<file path="src/pkg/rdc_regs.vh">
// Purpose: offsets, field positions and reset values for the direction
//          and clock select block
// Assumes: byte addresses on a 32-bit AHB-Lite slave, one word each
// Notes:   definitions only
`ifndef RDC_REGS_VH
`define RDC_REGS_VH

// ---------------------------------------------------------------
// register byte offsets
// ---------------------------------------------------------------
`define RDC_CTRL_OFF 8'h00
`define RDC_DIVISOR_OFF 8'h04
`define RDC_TXDATA_OFF 8'h08
`define RDC_RXDATA_OFF 8'h0C
`define RDC_STATUS_OFF 8'h10

// ---------------------------------------------------------------
// control fields
// ---------------------------------------------------------------
`define RDC_CTRL_AUTO 0
`define RDC_CTRL_REQ 1
`define RDC_CTRL_NOECHO 2
`define RDC_CTRL_UNDIVIDED_CLOCK_SETTING 3
`define RDC_CTRL_DIV4 4
`define RDC_CTRL_RTS 5
`define RDC_CTRL_RST 6'h10
`define RDC_DIVISOR_RST 16'h0001

// ---------------------------------------------------------------
// status fields
// ---------------------------------------------------------------
`define RDC_ST_TXBUSY 0
`define RDC_ST_DRVEN 1
`define RDC_ST_RXVALID 2
`define RDC_ST_OVERRUN 3
`define RDC_ST_FRAMEERR 4
`define RDC_ST_CLKBAD 5
`define RDC_ST_FULL 6
`define RDC_ST_EMPTY 7

// ---------------------------------------------------------------
// timing
// ---------------------------------------------------------------
`define RDC_PRESCALE_FOUR 4
`define RDC_OVERSAMPLE 16

`endif

</file>
<file path="src/rdc_fifo.v">
// Purpose: small flip-flop fifo, valid/ready on both sides
// Assumes: DEPTH is a power of two, AW = log2(DEPTH)
// Notes:   no bypass; a word written is visible the next cycle
`timescale 1ns/1ns
module rdc_fifo #(
    parameter W = 8,
    parameter DEPTH = 8,
    parameter AW = 3
) (
    // clock and reset
    input wire clk_i,
    input wire arst_n_i,
    // fill side
    input wire in_valid_i,
    output wire in_ready_o,
    input wire [W-1:0] in_data_i,
    // drain side
    output wire out_valid_o,
    input wire out_ready_i,
    output wire [W-1:0] out_data_o,
    // level
    output wire [AW:0] count_o
);

    reg [W-1:0] mem_reg [0:DEPTH-1];
    reg [AW-1:0] wr_ptr_reg;
    reg [AW-1:0] rd_ptr_reg;
    reg [AW:0] count_reg;
    wire push;
    wire pop;

    assign in_ready_o = (count_reg != DEPTH[AW:0]);
    assign out_valid_o = (count_reg != {(AW+1){1'b0}});
    assign out_data_o = mem_reg[rd_ptr_reg];
    assign count_o = count_reg;
    assign push = in_valid_i & in_ready_o;
    assign pop = out_valid_o & out_ready_i;

    always @(posedge clk_i)
    begin
        if (push)
            mem_reg[wr_ptr_reg] <= in_data_i;
    end

    always @(posedge clk_i or negedge arst_n_i)
    begin
        if (!arst_n_i)
        begin
            wr_ptr_reg <= {AW{1'b0}};
            rd_ptr_reg <= {AW{1'b0}};
            count_reg <= {(AW+1){1'b0}};
        end
        else
        begin
            if (push)
                wr_ptr_reg <= wr_ptr_reg + 1'b1;
            if (pop)
                rd_ptr_reg <= rd_ptr_reg + 1'b1;
            if (push & ~pop)
                count_reg <= count_reg + 1'b1;
            else if (pop & ~push)
                count_reg <= count_reg - 1'b1;
        end
    end

endmodule // rdc_fifo

</file>
<file path="src/rdc_top.v">
// Purpose: line driver direction, echo control and baud prescale for a
//          differential serial port, with a tiny 8N1 serial engine
// Assumes: one 100 MHz clock, AHB-Lite single word transfers
// Notes:
`timescale 1ns/1ns
`include "rdc_regs.vh"
module rdc_top #(
    parameter FIFO_DEPTH = 8,
    parameter FIFO_AW = 3
) (
    // clock and reset
    input wire CLK_I,
    input wire ARST_N_I,
    // ahb-lite slave
    input wire HSEL_I,
    input wire [31:0] HADDR_I,
    input wire [1:0] HTRANS_I,
    input wire HWRITE_I,
    input wire [2:0] HSIZE_I,
    input wire [31:0] HWDATA_I,
    input wire HREADY_I,
    output wire [31:0] HRDATA_O,
    output wire HREADYOUT_O,
    output wire HRESP_O,
    // serial line
    output wire TXD_O,
    output wire DRV_EN_O,
    input wire RXD_I,
    output wire RX_EN_O,
    output wire RTS_O,
    output wire BAUD_REF_EN_O
);

    // ---------------------------------------------------------------
    // address decode
    // ---------------------------------------------------------------
    localparam IDX_CTRL = 3'd0;
    localparam IDX_DIV = 3'd1;
    localparam IDX_TX = 3'd2;
    localparam IDX_RX = 3'd3;
    localparam IDX_STAT = 3'd4;
    localparam IDX_NONE = 3'd7;

    function [2:0] reg_index;
        input [31:0] addr;
        begin
            case (addr[7:0])
                `RDC_CTRL_OFF: reg_index = IDX_CTRL;
                `RDC_DIVISOR_OFF: reg_index = IDX_DIV;
                `RDC_TXDATA_OFF: reg_index = IDX_TX;
                `RDC_RXDATA_OFF: reg_index = IDX_RX;
                `RDC_STATUS_OFF: reg_index = IDX_STAT;
                default: reg_index = IDX_NONE;
            endcase
            if (addr[31:8] != 24'h00_0000)
                reg_index = IDX_NONE;
        end
    endfunction

    // ---------------------------------------------------------------
    // state declarations
    // ---------------------------------------------------------------
    localparam ST_IDLE = 4'b0001;
    localparam ST_START = 4'b0010;
    localparam ST_DATA = 4'b0100;
    localparam ST_STOP = 4'b1000;

    reg [5:0] ctrl_reg;
    reg [15:0] divisor_reg;
    reg dp_valid_reg;
    reg dp_write_reg;
    reg [2:0] dp_idx_reg;
    reg [31:0] hrdata_reg;
    reg [31:0] hrdata_next;
    reg [1:0] pre_cnt_reg;
    reg [3:0] tx_state_reg;
    reg [20:0] tx_cnt_reg;
    reg [2:0] tx_bit_reg;
    reg [7:0] tx_shift_reg;
    reg txd_reg;
    reg rx_s1_reg;
    reg rx_s2_reg;
    reg rx_prev_reg;
    reg [3:0] rx_state_reg;
    reg [20:0] rx_cnt_reg;
    reg [2:0] rx_bit_reg;
    reg [7:0] rx_shift_reg;
    reg [7:0] rx_data_reg;
    reg rx_valid_reg;
    reg overrun_reg;
    reg frame_err_reg;

    wire a_take;
    wire [2:0] a_idx;
    wire wr_done;
    wire fifo_in_valid;
    wire fifo_in_ready;
    wire fifo_out_valid;
    wire fifo_out_ready;
    wire [7:0] fifo_out_data;
    wire [FIFO_AW:0] fifo_count;
    wire div_one;
    wire div_four;
    wire clk_ok;
    wire ref_en;
    wire [15:0] div_eff;
    wire [20:0] bit_len;
    wire [20:0] half_len;
    wire tx_tick;
    wire tx_busy;
    wire drv_en;
    wire rx_en;
    wire rx_tick;
    wire rx_read;
    wire rx_done;
    wire [31:0] status_word;

    // ---------------------------------------------------------------
    // ahb-lite slave
    // ---------------------------------------------------------------
    assign a_take = HSEL_I & HTRANS_I[1] & HREADY_I;
    assign a_idx = reg_index(HADDR_I);
    // a full fifo stalls the bus instead of dropping the byte
    assign HREADYOUT_O = ~(dp_valid_reg & dp_write_reg &
        (dp_idx_reg == IDX_TX) & ~fifo_in_ready);
    assign HRESP_O = 1'b0;
    assign HRDATA_O = hrdata_reg;
    assign wr_done = dp_valid_reg & dp_write_reg & HREADYOUT_O;
    assign rx_read = a_take & ~HWRITE_I & (a_idx == IDX_RX);

    always @(posedge CLK_I or negedge ARST_N_I)
    begin
        if (!ARST_N_I)
        begin
            dp_valid_reg <= 1'b0;
            dp_write_reg <= 1'b0;
            dp_idx_reg <= IDX_NONE;
            hrdata_reg <= 32'h0000_0000;
        end
        else if (HREADY_I)
        begin
            dp_valid_reg <= a_take;
            dp_write_reg <= HWRITE_I;
            dp_idx_reg <= a_idx;
            if (a_take & ~HWRITE_I)
                hrdata_reg <= hrdata_next;
        end
    end

    // count field is four bits; a deeper fifo needs a wider map
    assign status_word = {20'h0_0000, fifo_count[3:0],
        ~fifo_out_valid, ~fifo_in_ready, ~clk_ok, frame_err_reg,
        overrun_reg, rx_valid_reg, drv_en, tx_busy};

    always @*
    begin
        case (a_idx)
            IDX_CTRL: hrdata_next = {26'h000_0000, ctrl_reg};
            IDX_DIV: hrdata_next = {16'h0000, divisor_reg};
            IDX_RX: hrdata_next = {24'h00_0000, rx_data_reg};
            IDX_STAT: hrdata_next = status_word;
            default: hrdata_next = 32'h0000_0000;
        endcase
    end

    always @(posedge CLK_I or negedge ARST_N_I)
    begin
        if (!ARST_N_I)
        begin
            ctrl_reg <= `RDC_CTRL_RST;
            divisor_reg <= `RDC_DIVISOR_RST;
        end
        else if (wr_done)
        begin
            if (dp_idx_reg == IDX_CTRL)
                ctrl_reg <= HWDATA_I[5:0];
            if (dp_idx_reg == IDX_DIV)
                divisor_reg <= HWDATA_I[15:0];
        end
    end

    // ---------------------------------------------------------------
    // transmit fifo
    // ---------------------------------------------------------------
    assign fifo_in_valid = dp_valid_reg & dp_write_reg &
        (dp_idx_reg == IDX_TX);

    rdc_fifo #(
        .W(8),
        .DEPTH(FIFO_DEPTH),
        .AW(FIFO_AW)
    ) u_tx_fifo (
        .clk_i(CLK_I),
        .arst_n_i(ARST_N_I),
        .in_valid_i(fifo_in_valid),
        .in_ready_o(fifo_in_ready),
        .in_data_i(HWDATA_I[7:0]),
        .out_valid_o(fifo_out_valid),
        .out_ready_i(fifo_out_ready),
        .out_data_o(fifo_out_data),
        .count_o(fifo_count)
    );

    // ---------------------------------------------------------------
    // baud reference prescale
    // ---------------------------------------------------------------
    localparam PRE_LAST = `RDC_PRESCALE_FOUR - 1;
    assign div_one = ctrl_reg[`RDC_CTRL_UNDIVIDED_CLOCK_SETTING];
    assign div_four = ctrl_reg[`RDC_CTRL_DIV4];
    // both or neither selected: reference stops, no garbage rate
    assign clk_ok = div_one ^ div_four;
    assign ref_en = clk_ok & (div_one |
        (pre_cnt_reg == PRE_LAST[1:0]));
    assign BAUD_REF_EN_O = ref_en;

    always @(posedge CLK_I or negedge ARST_N_I)
    begin
        if (!ARST_N_I)
            pre_cnt_reg <= 2'b00;
        else if (!clk_ok || div_one)
            pre_cnt_reg <= 2'b00;
        else
            pre_cnt_reg <= pre_cnt_reg + 1'b1;
    end

    // divisor 0 behaves as 1 to keep the bit period nonzero
    assign div_eff = (divisor_reg == 16'h0000) ? 16'h0001 : divisor_reg;
    // bit period in reference ticks; undivided_clock_setting is four times faster
    assign bit_len = {1'b0, div_eff, 4'h0};
    assign half_len = {1'b0, bit_len[20:1]};

    // ---------------------------------------------------------------
    // transmitter
    // ---------------------------------------------------------------
    assign tx_tick = ref_en & (tx_cnt_reg == bit_len - 21'd1);
    assign tx_busy = (tx_state_reg != ST_IDLE);
    // next byte is taken straight from stop, so enable never dips
    assign fifo_out_ready = clk_ok & ((tx_state_reg == ST_IDLE) |
        ((tx_state_reg == ST_STOP) & tx_tick));
    assign TXD_O = txd_reg;

    always @(posedge CLK_I or negedge ARST_N_I)
    begin
        if (!ARST_N_I)
        begin
            tx_state_reg <= ST_IDLE;
            tx_cnt_reg <= 21'd0;
            tx_bit_reg <= 3'd0;
            tx_shift_reg <= 8'h00;
            txd_reg <= 1'b1;
        end
        else
        begin
            if (ref_en)
                tx_cnt_reg <= tx_tick ? 21'd0 : tx_cnt_reg + 21'd1;
            case (tx_state_reg)
                ST_IDLE:
                begin
                    tx_cnt_reg <= 21'd0;
                    if (fifo_out_valid & fifo_out_ready)
                    begin
                        tx_shift_reg <= fifo_out_data;
                        txd_reg <= 1'b0;
                        tx_state_reg <= ST_START;
                    end
                end
                ST_START:
                    if (tx_tick)
                    begin
                        txd_reg <= tx_shift_reg[0];
                        tx_shift_reg <= {1'b0, tx_shift_reg[7:1]};
                        tx_bit_reg <= 3'd0;
                        tx_state_reg <= ST_DATA;
                    end
                ST_DATA:
                    if (tx_tick)
                    begin
                        if (tx_bit_reg == 3'd7)
                        begin
                            txd_reg <= 1'b1;
                            tx_state_reg <= ST_STOP;
                        end
                        else
                        begin
                            txd_reg <= tx_shift_reg[0];
                            tx_shift_reg <= {1'b0, tx_shift_reg[7:1]};
                            tx_bit_reg <= tx_bit_reg + 3'd1;
                        end
                    end
                ST_STOP:
                    if (tx_tick)
                    begin
                        if (fifo_out_valid)
                        begin
                            tx_shift_reg <= fifo_out_data;
                            txd_reg <= 1'b0;
                            tx_state_reg <= ST_START;
                        end
                        else
                            tx_state_reg <= ST_IDLE;
                    end
                default:
                begin
                    txd_reg <= 1'b1;
                    tx_state_reg <= ST_IDLE;
                end
            endcase
        end
    end

    // ---------------------------------------------------------------
    // driver and receiver enables
    // ---------------------------------------------------------------
    // auto wins if both modes are set; neither means full duplex
    assign drv_en = ctrl_reg[`RDC_CTRL_AUTO] ? tx_busy :
        ctrl_reg[`RDC_CTRL_REQ] ? ctrl_reg[`RDC_CTRL_RTS] :
        1'b1;
    assign DRV_EN_O = drv_en;
    assign RTS_O = ctrl_reg[`RDC_CTRL_RTS];
    assign rx_en = ~(ctrl_reg[`RDC_CTRL_NOECHO] & drv_en);
    assign RX_EN_O = rx_en;

    // ---------------------------------------------------------------
    // receiver
    // ---------------------------------------------------------------
    assign rx_tick = ref_en & (rx_cnt_reg == ((rx_state_reg == ST_START) ?
        half_len : bit_len) - 21'd1);
    assign rx_done = (rx_state_reg == ST_STOP) & rx_tick & rx_s2_reg &
        rx_en;

    always @(posedge CLK_I or negedge ARST_N_I)
    begin
        if (!ARST_N_I)
        begin
            rx_s1_reg <= 1'b1;
            rx_s2_reg <= 1'b1;
            rx_prev_reg <= 1'b1;
        end
        else
        begin
            rx_s1_reg <= RXD_I;
            rx_s2_reg <= rx_s1_reg;
            rx_prev_reg <= rx_s2_reg;
        end
    end

    always @(posedge CLK_I or negedge ARST_N_I)
    begin
        if (!ARST_N_I)
        begin
            rx_state_reg <= ST_IDLE;
            rx_cnt_reg <= 21'd0;
            rx_bit_reg <= 3'd0;
            rx_shift_reg <= 8'h00;
        end
        else if (!rx_en)
        begin
            // own echo is dropped, including a frame in progress
            rx_state_reg <= ST_IDLE;
            rx_cnt_reg <= 21'd0;
        end
        else
        begin
            if (ref_en)
                rx_cnt_reg <= rx_tick ? 21'd0 : rx_cnt_reg + 21'd1;
            case (rx_state_reg)
                ST_IDLE:
                begin
                    rx_cnt_reg <= 21'd0;
                    if (rx_prev_reg & ~rx_s2_reg)
                        rx_state_reg <= ST_START;
                end
                ST_START:
                    if (rx_tick)
                    begin
                        rx_bit_reg <= 3'd0;
                        rx_state_reg <= rx_s2_reg ? ST_IDLE : ST_DATA;
                    end
                ST_DATA:
                    if (rx_tick)
                    begin
                        rx_shift_reg <= {rx_s2_reg, rx_shift_reg[7:1]};
                        rx_bit_reg <= rx_bit_reg + 3'd1;
                        if (rx_bit_reg == 3'd7)
                            rx_state_reg <= ST_STOP;
                    end
                ST_STOP:
                    if (rx_tick)
                        rx_state_reg <= ST_IDLE;
                default:
                    rx_state_reg <= ST_IDLE;
            endcase
        end
    end

    // ---------------------------------------------------------------
    // receive holding register and sticky flags
    // ---------------------------------------------------------------
    // set beats clear in the same cycle so no event is lost
    always @(posedge CLK_I or negedge ARST_N_I)
    begin
        if (!ARST_N_I)
        begin
            rx_data_reg <= 8'h00;
            rx_valid_reg <= 1'b0;
            overrun_reg <= 1'b0;
            frame_err_reg <= 1'b0;
        end
        else
        begin
            if (rx_done)
            begin
                rx_data_reg <= rx_shift_reg;
                rx_valid_reg <= 1'b1;
            end
            else if (rx_read)
                rx_valid_reg <= 1'b0;
            if (rx_done & rx_valid_reg & ~rx_read)
                overrun_reg <= 1'b1;
            else if (wr_done & (dp_idx_reg == IDX_STAT) &
                HWDATA_I[`RDC_ST_OVERRUN])
                overrun_reg <= 1'b0;
            if ((rx_state_reg == ST_STOP) & rx_tick & ~rx_s2_reg & rx_en)
                frame_err_reg <= 1'b1;
            else if (wr_done & (dp_idx_reg == IDX_STAT) &
                HWDATA_I[`RDC_ST_FRAMEERR])
                frame_err_reg <= 1'b0;
        end
    end

endmodule // rdc_top

</file>
<file path="config.mk">
export PLATFORM = sky130hd
export DESIGN_NAME = rdc_top
export DESIGN_NICKNAME = d
export VERILOG_FILES = /design/src/rdc_fifo.v /design/src/rdc_top.v
export VERILOG_INCLUDE_DIRS = /design/src /design/src/pkg
export SDC_FILE = /design/constraint.sdc
export NUM_CORES = 1
export LEC_CHECK = 0
export ABC_CLOCK_PERIOD_IN_PS = 6300
export BUFFER_PORTS_ARGS = -buffer_cell sky130_fd_sc_hd__buf_2
export CORE_AREA = 2 2 153 155
export CTS_CLUSTER_DIAMETER = 30
export DETAILED_ROUTE_END_ITERATION = 12
export DIE_AREA = 0 0 155 157
export PLACE_DENSITY = 0.81
export SETUP_SLACK_MARGIN = 0.2
export SLEW_MARGIN = 20
export SYNTH_ARGS = -nofsm -noshare
export SYNTH_HDL_FRONTEND = slang
export SYNTH_SLANG_ARGS = --single-unit
</file>
<file path="constraint.sdc">
create_clock -name CLK_I -period 6.3 [get_ports CLK_I]
set_clock_uncertainty 0.1 [all_clocks]
set_input_delay 0.315 -clock CLK_I [delete_from_list [all_inputs] [get_ports CLK_I]]
set_output_delay 0.315 -clock CLK_I [all_outputs]
set_load 0.01 [all_outputs]
</file>
==> results of run 1 <==
cells in the final DEF (no fill, tap or decap), drive strengths merged, types with 8 or more instances in the layout:
cell / netlist / routed
a21oi: 36 / 36
a22oi: 13 / 13
and3: 26 / 26
buf: 27 / 91
clkbuf: 50 / 53
clkinv: 1 / 11
conb: 1 / 17
dfrtp: 131 / 131
dfstp: 11 / 11
dlygate4sd3: 0 / 16
edfxtp: 64 / 64
ha: 15 / 15
inv: 22 / 23
mux2: 45 / 45
mux2i: 32 / 32
mux4: 16 / 16
nand2: 114 / 114
nand2b: 8 / 8
nand3: 46 / 46
nand4: 20 / 20
nor2: 76 / 76
nor3: 17 / 17
nor3b: 9 / 9
nor4: 17 / 17
o21ai: 69 / 69
o311ai: 11 / 11
o31ai: 13 / 13
or2: 9 / 9
or3: 13 / 13
or4: 8 / 8
xnor2: 33 / 33
xor2: 26 / 26
cell families after synthesis:
group	synth area share (%)
AOI/OAI and AO/OA	12.0
xor gates and xnor gates	4.60
adders and majority gates	1.85
buffers and inverters	4.01
DFF	48.9
muxes	10.6
other	0.0334
and+or+nand+nor	18.0
final timing paths:
path,to,start,slack (ps)
max,u_tx_fifo.count_o[3],divisor_reg[9],1060
max reg2reg,u_tx_fifo.count_o[3],divisor_reg[9],1060
min reg2reg,rx_s2_reg,rx_s1_reg,250
min,u_tx_fifo.mem_reg[2][1],HWDATA_I[1],30
min in group asynchronous,tx_shift_reg[2],ARST_N_I,270
max in group asynchronous,rx_cnt_reg[18],ARST_N_I,4390
metrics by stage:
stage               total power, µW  hold WS (ps)  area [µm²]
floorplan                      2070         -80.6       11300
global placement               2230           246       11800
detailed placement             2260           249       11800
CTS                            4200          22.2       13200
global route                   4350          41.6       13200
finish                         4180          29.4       13200
area by class of cell:
type	count	area [µm²]	area share, %
clock inverter	15	134	1.02
clock buffer	53	1090	8.28
sequential	206	5490	41.7
tap	285	357	2.71
inverter	23	86.3	0.656
timing repair buffer	107	659	5.01
multi-input combinational	781	5350	40.6
worst max-delay path: stages (launching register included):
cell and delay (ps):
dfrtp_1 360, buf_4 190, nor4_1 600, a41o_1 370, inv_1 60, ha_1 300, xnor2_1 130, a21oi_1 130
nand3_1 90, nor4_1 330, nand4_1 160, a2111oi_2 350, buf_4 280, a21oi_1 110, nand2b_1 210, ha_1 280
inv_1 120, ha_1 250, a21o_1 180, a21oi_1 180, xnor2_1 130, nor2_1 60, xor2_1 140
cell usage after synthesis (22+ instances only):
cell / instances
xnor2_1: 33
edfxtp_1: 64
xor2_1: 26
o21ai_0: 69
nand2_1: 114
mux2i_1: 32
mux2_2: 45
clkbuf_1: 50
nor2_1: 76
and3_1: 26
a21oi_1: 36
nand3_1: 45
inv_1: 22
dfrtp_1: 131
power by group:
group	internal [µW]	switching, µW
clock network	1250	667
registers	1460	131
logic	312	362
metal layers:
layer	up-vias	share of wire, %	track usage (%)
met1	4329	42	30.1
met2	318	49	37.5
met4	0	2.7	8.73
li1	4102	-	-
met3	63	6.2	4.05
met5	-	0	0
==> impl_metrics.sql, run 1 <==
INSERT INTO impl_metrics (metric_group, metric, value, unit) VALUES
('timing', 'post-route-period-util', '83.2', '%'),
('layout', 'layout.nets', '1250', ''),
('power', 'vdd_drop_max', '0.212', 'mV'),
('layout', 'final-instance-count-excl-fill', '1470', ''),
('global_routing', 'grt_pass1_wl', '44.5', 'mm'),
('logic_synthesis', 'synth_top_cell_by_area', 'dfrtp_1', ''),
('logic_synthesis', 'synth_cells', '1071', ''),
('clock_network', 'cts.clk_slew.worst_paths', '50', 'ps'),
('detailed_routing', 'detail_route.iter0.violations', '705', ''),
('detailed_routing', 'post_drt_via_cell_ratio', '5.99', ''),
('clock_network', 'htree_levels', '2', ''),
('logic_synthesis', 'edff_count_synth', '64', ''),
('outcome', 'status', 'finished, final reports clean', ''),
('detailed_routing', 'drt-wirelength-per-cell', '18.4', 'µm'),
('detailed_routing', 'ant_nets', '0', ''),
('power', 'leakage_power_figure', '0.00538', 'µW'),
('global_routing', 'maximum_number_of_pins_on_one_net_before_global_route_repair', '74', ''),
('critical_path', 'cp-start-kind', 'register', ''),
('clock_network', 'clock-sinks', '206', ''),
('logic_synthesis', 'synth_top_area_share', '29.2', '%'),
('timing', 'final-setup-viol-count', '0', ''),
('logic_synthesis', 'ys_top_cells_by_area', 'dfrtp_1 (29%), edfxtp_1 (17%), mux2_2 (4.5%), nand2_1 (3.8%), mux4_2 (3.2%)', ''),
('global_routing', 'grt_util_all_layers', '22.7', '%'),
('clock_network', 'inserted_clock_buffers', '40', ''),
('critical_path', 'r2r.worst_path.cells', '22', ''),
('logic_synthesis', 'synth_area', '0.0112', 'mm²'),
('clock_network', 'clock_latency_late_sink', '520', 'ps'),
('die', 'core-area', '0.0225', 'mm²'),
('timing', 'fin_setup_tns', '0', 'ps'),
('critical_path', 'critical_path_peak_fanout', '15', ''),
('die', 'floorplan.io_pins', '114', ''),
('logic_synthesis', 'synthArstFlopShare', '68.9', '%'),
('detailed_routing', 'remaining_drc_errors', '0', ''),
('critical_path', 'critical_path_class', 'register to register', ''),
('clock_network', 'cts_resized', '0', ''),
('worst_hold_path', 'worst_min_delay_path_class', 'primary input to register', ''),
('worst_hold_path', 'timing.hold.worst_path_depth', '1', ''),
('global_routing', 'number_of_antenna_violations_at_the_first_check_in_global_routing', '0', ''),
('global_routing', 'grt_pass1_vias', '8695', ''),
('layout', 'final.fill_count', '1772', ''),
('layout', 'num_antenna_cells', '0', ''),
('logic_synthesis', 'yosysUniqueCellTypes', '76', ''),
('place', 'dp_worst_setup_slack', '1180', 'ps'),
('place', 'cells_after_dpl', '1386', ''),
('timing', 'setup_slack', '1060', 'ps'),
('detailed_routing', 'number_of_iterations_in_the_first_detailed_routing_pass', '6', ''),
('layout', 'p_r_area_growth_vs_syn', '17.3', '%'),
('layout', 'fin_util', '58.5', '%'),
('timing', 'slew_viols_final', '0', ''),
('timing', 'timing.fmax', '0.191', 'GHz'),
('place', 'post-dp-hpwl', '17.7', 'mm'),
('logic_synthesis', 'synth-seq-area-share', '48.9', '%'),
('detailed_routing', 'wl', '27.1', 'mm'),
('clock_network', 'clock_path_buffers', '3', ''),
('flow_run', 'cap_viol_max_count', '0', ''),
('layout', 'largest_reg_flops', '64', ''),
('logic_synthesis', 'ys.warnings.count', '0', ''),
('place', 'gpl.final_weighted_congestion', '0.844', ''),
('die', 'dieArea', '0.0243', 'mm²'),
('die', 'start_util', '49.9', '%'),
('critical_path', 'worst_path_arrival', '5530', 'ps'),
('timing', 'fin_crit', '5240', 'ps'),
('critical_path', 'critPathRequiredTime', '6590', 'ps'),
('layout', 'final_layout_size_suffix_gt1_share', '20.8', '%'),
('timing', 'timing.max_slew.rel_slack', '29.5', '%'),
('die', 'die_width', '155', 'µm'),
('die', 'number_of_standard_cell_rows_in_the_floorplan', '55', ''),
('global_routing', 'overflow', '0', ''),
('place', 'buffer_ports.inserted', '76', ''),
('power', 'power_density', '317', 'mW/mm²'),
('die', 'die_h', '157', 'µm'),
('clock_network', 'cts_root_buf', 'clkbuf_16', ''),
('timing', 'rsz0062_at_grt', 'false', ''),
('timing', 'hold_violations', '0', ''),
('logic_synthesis', 'yosys_most_used_dff', 'dfrtp_1', ''),
('detailed_routing', 'routed_vias', '8812', ''),
('clock_network', 'cts_tree', 'yes', ''),
('clock_network', 'post_cts.repair.setup_buffers', '0', ''),
('clock_network', 'hold_buffers', '16', ''),
('timing', 'tightestPinTransition', '1040', 'ps'),
('critical_path', 'worstSetupEndpointType', 'register', ''),
('logic_synthesis', 'synth_seq_cells', '206', ''),
('logic_synthesis', 'postSynthAreaPerCell', '10.5', 'µm²');
(Power assumes the default switching activity.)
==> inputs of run 2 (changes only) <==
Settings changed: ABC_CLOCK_PERIOD_IN_PS 6300 to 5000.
Clock period 6.3 ns to 5 ns, I/O delays scaled along.
==> impl_metrics.sql, run 2 (same netlist as run 1, synthesis figures left out) <==
INSERT INTO impl_metrics (metric_group, metric, value, unit) VALUES
('layout', 'final_layout_size_suffix_gt1_share', '23.1', '%'),
('power', 'leakage_power_figure', '0.00563', 'µW'),
('die', 'die_width', '155', 'µm'),
('die', 'number_of_standard_cell_rows_in_the_floorplan', '55', ''),
('timing', 'post-route-period-util', '91.1', '%'),
('global_routing', 'maximum_number_of_pins_on_one_net_before_global_route_repair', '84', ''),
('global_routing', 'number_of_antenna_violations_at_the_first_check_in_global_routing', '0', ''),
('die', 'core-area', '0.0225', 'mm²'),
('layout', 'final_area', '0.0137', 'mm²'),
('clock_network', 'cts_root_buf', 'clkbuf_16', ''),
('layout', 'largest_reg_flops', '64', ''),
('layout', 'layout.cells.most_common', 'dfrtp_1', ''),
('layout', 'num_antenna_cells', '0', ''),
('flow_run', 'cap_viol_max_count', '0', ''),
('global_routing', 'grt_util_all_layers', '23.9', '%'),
('detailed_routing', 'wl', '29.2', 'mm'),
('clock_network', 'clock_latency_late_sink', '540', 'ps'),
('critical_path', 'critPathRequiredTime', '5320', 'ps'),
('clock_network', 'post_cts.repair.setup_buffers', '0', ''),
('critical_path', 'critical_path_peak_fanout', '8', ''),
('clock_network', 'cts_tree', 'yes', ''),
('power', 'power.share.combinational', '15.0', '%'),
('layout', 'fin_util', '61.0', '%'),
('detailed_routing', 'detail_route.iter0.violations', '772', ''),
('global_routing', 'grt_pass1_vias', '9062', ''),
('power', 'design_power_total', '5820', 'µW'),
('detailed_routing', 'drt-wirelength-per-cell', '19.4', 'µm'),
('place', 'post-dp-hpwl', '18.0', 'mm'),
('detailed_routing', 'ant_nets', '0', ''),
('outcome', 'status', 'finished, final reports clean', ''),
('die', 'floorplan.io_pins', '114', ''),
('critical_path', 'worstPathBufferInverterCount', '3', ''),
('clock_network', 'clock_path_buffers', '3', ''),
('global_routing', 'overflow', '0', ''),
('timing', 'fin_setup_tns', '0', 'ps'),
('critical_path', 'timing.critical_path.cells', 'nor4_2 > buf_4 > a41o_1 > inv_1 > ha_1 > and3_2 > xnor2_1 > a211oi_1 > a31oi_1 > a2111oi_4 > a21oi_1 > nand2b_1 > ha_1 > inv_1 > ha_1 > a21o_1 > a21oi_1 > xnor2_1 > nor2_1 > xor2_1', ''),
('clock_network', 'inserted_clock_buffers', '43', ''),
('clock_network', 'clock-sinks', '206', ''),
('power', 'power.switching_fraction', '28.0', '%'),
('timing', 'worst_hold_slack_across_all_endpoints', '25.2', 'ps'),
('power', 'power_frac_clock', '50.6', '%'),
('power', 'vdd_drop_max', '0.264', 'mV'),
('timing', 'hold_violations', '0', ''),
('timing', 'timing.max_slew.rel_slack', '32.3', '%'),
('critical_path', 'worst_path_arrival', '4880', 'ps'),
('timing', 'tightestPinTransition', '1000', 'ps'),
('worst_hold_path', 'worst_min_delay_path_class', 'primary input to register', ''),
('die', 'die_h', '157', 'µm'),
('critical_path', 'critPathSlowestCell', 'dfrtp_2', ''),
('timing', 'fin_crit', '4550', 'ps'),
('critical_path', 'cp_top_family', 'compound AO/OA/AOI/OAI gates', ''),
('critical_path', 'cp-start-kind', 'register', ''),
('layout', 'mostFrequentLayoutCells', 'dfrtp_1 (129), nand2_1 (114), nor2_1 (76)', ''),
('global_routing', 'grt_pass1_wl', '47.1', 'mm'),
('critical_path', 'worstSetupEndpointType', 'register', ''),
('layout', 'p_r_area_growth_vs_syn', '22.3', '%'),
('place', 'buffer_ports.inserted', '76', ''),
('detailed_routing', 'routed_vias', '9257', ''),
('detailed_routing', 'number_of_iterations_in_the_first_detailed_routing_pass', '6', ''),
('critical_path', 'critical_path_class', 'register to register', ''),
('clock_network', 'htree_levels', '2', ''),
('power', 'p_switching', '1630', 'µW'),
('detailed_routing', 'remaining_drc_errors', '0', ''),
('clock_network', 'cts.clk_slew.worst_paths', '60', 'ps'),
('timing', 'timing.fmax', '0.220', 'GHz'),
('place', 'placement_stage_cell_area', '0.0119', 'mm²'),
('critical_path', 'timing.critical_path.mode_cell', 'ha_1', ''),
('detailed_routing', 'post_drt_via_cell_ratio', '6.14', ''),
('timing', 'slew_viols_final', '0', ''),
('die', 'start_util', '49.9', '%'),
('critical_path', 'crit_path_max_incr_delay', '470', 'ps'),
('place', 'gpl.final_weighted_congestion', '0.902', ''),
('timing', 'final-setup-viol-count', '0', ''),
('die', 'dieArea', '0.0243', 'mm²'),
('timing', 'rsz0062_at_grt', 'false', ''),
('layout', 'final.fill_count', '1671', ''),
('power', 'power_density', '424', 'mW/mm²'),
('layout', 'layout.nets', '1278', ''),
('power', 'intPower', '4200', 'µW'),
('power', 'share_seq_of_total_power', '34.4', '%');
## run 2: cell count changes in the layout (fill, tap and decap cells not counted), moves of 4 or more
| cell | previous run | this run |
|---|---|---|
| buf_4 | 15 | 29 |
| bufinv_16 | 1 | 5 |
| clkbuf_1 | 9 | 3 |
| clkinv_2 | 6 | 1 |
| clkinvlp_4 | 3 | 8 |
| dlygate4sd3_1 | 16 | 27 |
| inv_6 | 1 | 5 |
## run 2: what timing repair did
action                                 in CTS  in global routing
hold buffers                               27                  0
setup endpoints to repair                   0                  2
resized for setup                           0                  6
endpoints found under the hold margin     156                  0
## run 2: metal layers
metal	track usage [%]	vias to the layer above	share of wire [%]
met1	31.4	4572	41
li1	-	4174	-
met5	0	-	0
met3	4.54	71	6.8
met4	8.16	0	2.6
met2	40.2	440	49
## run 2: worst paths after layout
| kind | startpoint | endpoint | slack [ps] | cells after the start |
|---|---|---|---|---|
| max | divisor_reg[14] | u_tx_fifo.count_o[3] | 450 | 20 |
| min | HADDR_I[4] | dp_idx_reg[0] | 30 | 4 |
| max reg2reg | divisor_reg[14] | u_tx_fifo.count_o[3] | 450 | 20 |
| min reg2reg | rx_s1_reg | rx_s2_reg | 250 | 0 |
| max in group asynchronous | ARST_N_I | rx_cnt_reg[16] | 3250 | 3 |
| min in group asynchronous | ARST_N_I | tx_shift_reg[3] | 200 | 2 |
## run 2: per-stage QoR
step,instances,setup slack (ps)
4_1_cts,1507,246
5_1_grt,1507,198
3_5_place_dp,1400,251
6_report,1507,447
2_1_floorplan,1087,489
3_3_place_gp,1400,323
## run 2: cell type report
| type | instances | area [µm²] | share of cell area (%) |
|---|---|---|---|
| Clock buffer | 52 | 1170 | 8.52 |
| Clock inverter | 28 | 354 | 2.58 |
| Inverter | 23 | 86.3 | 0.629 |
| Multi-Input combinational cell | 781 | 5390 | 39.3 |
| Sequential cell | 206 | 5490 | 40.0 |
| Tap cell | 285 | 357 | 2.60 |
| Timing Repair Buffer | 132 | 875 | 6.37 |
## run 2: worst register-to-register path: stages, from the launching register on
cell,delay (ps)
dfrtp_2,470
nor4_2,250
buf_4,170
a41o_1,230
inv_1,70
ha_1,290
and3_2,260
xnor2_1,140
a211oi_1,240
a31oi_1,110
a2111oi_4,450
a21oi_1,140
nand2b_1,220
ha_1,280
inv_1,120
ha_1,240
a21o_1,170
a21oi_1,180
xnor2_1,130
nor2_1,70
xor2_1,140
## run 2: power by group through the flow
stage	Clock (µW)	Sequential, µW	Combinational, µW
final	2950	2000	877
after global routing	3060	2020	947
after CTS	2970	2000	862
after detailed placement	0	2020	827
after global placement	0	2020	807
after floorplan	0	1920	690
==> inputs of run 3 (changes only) <==
Settings changed: CELL_PAD_IN_SITES_DETAIL_PLACEMENT set to 0, CELL_PAD_IN_SITES_GLOBAL_PLACEMENT set to 1, CORE_AREA 2 2 153 155 to 2 2 158 160, DIE_AREA 0 0 155 157 to 0 0 160 162, PLACE_DENSITY 0.81 to 0.91.
==> impl_metrics.sql, run 3 (same netlist as run 1, synthesis figures left out) <==
INSERT INTO impl_metrics (metric_group, metric, value, unit) VALUES
('outcome', 'status', 'finished, final reports clean', ''),
('place', 'post-dp-hpwl', '18.9', 'mm'),
('clock_network', 'clock_path_buffers', '3', ''),
('timing', 'fin_crit', '4700', 'ps'),
('clock_network', 'cts_root_buf', 'clkbuf_16', ''),
('power', 'intPower', '4280', 'µW'),
('global_routing', 'number_of_antenna_violations_at_the_first_check_in_global_routing', '0', ''),
('layout', 'final.fill_count', '2012', ''),
('layout', 'area_of_combinational_cells_with_multiple_inputs', '0.00540', 'mm²'),
('timing', 'slew_viols_final', '0', ''),
('timing', 'timing.max_slew.rel_slack', '33.4', '%'),
('clock_network', 'htree_levels', '2', ''),
('power', 'power_density', '427', 'mW/mm²'),
('power', 'design_power_total', '5900', 'µW'),
('die', 'die_width', '160', 'µm'),
('layout', 'layout.nets', '1279', ''),
('global_routing', 'maximum_number_of_pins_on_one_net_before_global_route_repair', '90', ''),
('flow_run', 'cap_viol_max_count', '0', ''),
('critical_path', 'worstSetupEndpointType', 'register', ''),
('detailed_routing', 'number_of_iterations_in_the_first_detailed_routing_pass', '5', ''),
('timing', 'timing.fmax', '0.213', 'GHz'),
('power', 'leakage_power_figure', '0.00568', 'µW'),
('detailed_routing', 'ant_nets', '0', ''),
('die', 'core-area', '0.0241', 'mm²'),
('timing', 'final-setup-viol-count', '0', ''),
('detailed_routing', 'drt-wirelength-per-cell', '18.7', 'µm'),
('power', 'p_switching', '1620', 'µW'),
('critical_path', 'cp-start-kind', 'register', ''),
('detailed_routing', 'routed_vias', '9006', ''),
('clock_network', 'clock_latency_late_sink', '530', 'ps'),
('timing', 'post-route-period-util', '94.1', '%'),
('layout', 'ff_latch_area', '0.00549', 'mm²'),
('critical_path', 'critical_path_class', 'register to register', ''),
('critical_path', 'worst_path_arrival', '4990', 'ps'),
('layout', 'layout.cells.most_common', 'dfrtp_1', ''),
('power', 'power_frac_clock', '51.2', '%'),
('timing', 'hold_violations', '0', ''),
('layout', 'mostFrequentLayoutCells', 'dfrtp_1 (127), nand2_1 (114), nor2_1 (76)', ''),
('layout', 'largest_reg_flops', '64', ''),
('power', 'vdd_drop_max', '0.288', 'mV'),
('timing', 'fin_setup_tns', '0', 'ps'),
('global_routing', 'overflow', '0', ''),
('layout', 'final_layout_size_suffix_gt1_share', '23.8', '%'),
('detailed_routing', 'remaining_drc_errors', '0', ''),
('global_routing', 'grt_pass1_vias', '8885', ''),
('power', 'power.switching_fraction', '27.4', '%'),
('place', 'buffer_ports.inserted', '76', ''),
('clock_network', 'inserted_clock_buffers', '41', ''),
('layout', 'p_r_area_growth_vs_syn', '23.2', '%'),
('die', 'start_util', '46.6', '%'),
('die', 'number_of_standard_cell_rows_in_the_floorplan', '57', ''),
('die', 'floorplan.io_pins', '114', ''),
('die', 'die_h', '162', 'µm'),
('clock_network', 'clock-sinks', '206', ''),
('global_routing', 'grt_pass1_wl', '47.1', 'mm'),
('clock_network', 'cts.clk_slew.worst_paths', '50', 'ps'),
('critical_path', 'critical_path_peak_fanout', '5', ''),
('global_routing', 'grt_util_all_layers', '22.4', '%'),
('detailed_routing', 'wl', '28.8', 'mm'),
('worst_hold_path', 'worst_min_delay_path_class', 'primary input to register', ''),
('clock_network', 'cts_tree', 'yes', ''),
('power', 'power.share.combinational', '14.9', '%'),
('timing', 'rsz0062_at_grt', 'false', ''),
('detailed_routing', 'post_drt_via_cell_ratio', '5.83', ''),
('timing', 'tightestPinTransition', '996', 'ps'),
('layout', 'num_antenna_cells', '0', ''),
('place', 'gpl.final_weighted_congestion', '0.864', ''),
('die', 'dieArea', '0.0259', 'mm²'),
('critical_path', 'critPathRequiredTime', '5280', 'ps'),
('power', 'share_seq_of_total_power', '33.9', '%'),
('detailed_routing', 'detail_route.iter0.violations', '782', '');
-- run 3: worst max-delay path, cell delays in order (launching register included) --
cell and delay, ps:
dfrtp_1 380, nor4_2 260, buf_4 180, a41o_4 230, inv_1 50, ha_1 300, xnor2_1 130, a21oi_1 140
nand3_1 120, nor4_2 300, nand4_1 180, a2111oi_4 420, a21oi_1 140, nand2b_1 210, ha_2 230, inv_1 100
ha_1 250, a21o_1 200, a21oi_2 190, xnor2_1 180, nor2_1 100, xor2_1 160
-- run 3: final timing paths --
path	slack, ps	to	from	cells after the start
worst min-delay path	20	dp_idx_reg[1]	HADDR_I[4]	3
min in group asynchronous	230	tx_shift_reg[2]	ARST_N_I	2
worst max-delay path	300	u_tx_fifo.count_o[3]	divisor_reg[9]	21
worst min register to register	260	rx_s2_reg	rx_s1_reg	0
worst max register to register	300	u_tx_fifo.count_o[3]	divisor_reg[9]	21
max in group asynchronous	3300	divisor_reg[14]	ARST_N_I	3
-- run 3: area by class of cell --
cell class | count | share of cell area, %
tap | 324 | 2.93
multi-input combinational | 781 | 39.1
clock inverter | 29 | 3.16
sequential | 206 | 39.7
timing repair buffer | 135 | 6.45
inverter | 23 | 0.624
clock buffer | 47 | 8.03
-- run 3: power groups by stage --
stage,clock (µW),sequential (µW),combinational (µW)
3_3_place_gp,0,2020,810
5_1_grt,3140,2020,964
2_1_floorplan,0,1920,690
3_5_place_dp,0,2020,837
4_1_cts,3050,2000,871
6_report,3020,2000,880
-- run 3: through the flow --
step | cells | area [µm²] | hold slack [ps] | setup WS [ps] | util [%]
after floorplan | 1087 | 11300 | -146 | 489 | -
after global placement | 1440 | 11900 | 251 | 384 | 49.5
after detailed placement | 1440 | 11900 | 249 | 158 | 49.5
after CTS | 1541 | 13800 | 1.64 | 269 | 57.1
after global routing | 1545 | 13800 | 46.2 | 130 | 57.3
final | 1545 | 13800 | 19.1 | 296 | 57.3
-- run 3: per-layer routing --
metal	GRT usage (%)	up-vias	share of wire, %
met1	29.6	4488	42
li1	-	4174	-
met4	6.39	0	1.9
met3	3.88	46	5.8
met5	0	-	0
met2	38.2	298	50
-- run 3: what timing repair did --
| action | 4_1_cts | 5_1_grt |
|---|---|---|
| pin swaps | 1 | 3 |
| gates resized for setup | 3 | 7 |
| endpoints found under the hold margin | 161 | 0 |
| buffers inserted | 0 | 4 |
| endpoints found under the setup margin | 1 | 1 |
| hold buffers | 25 | 0 |
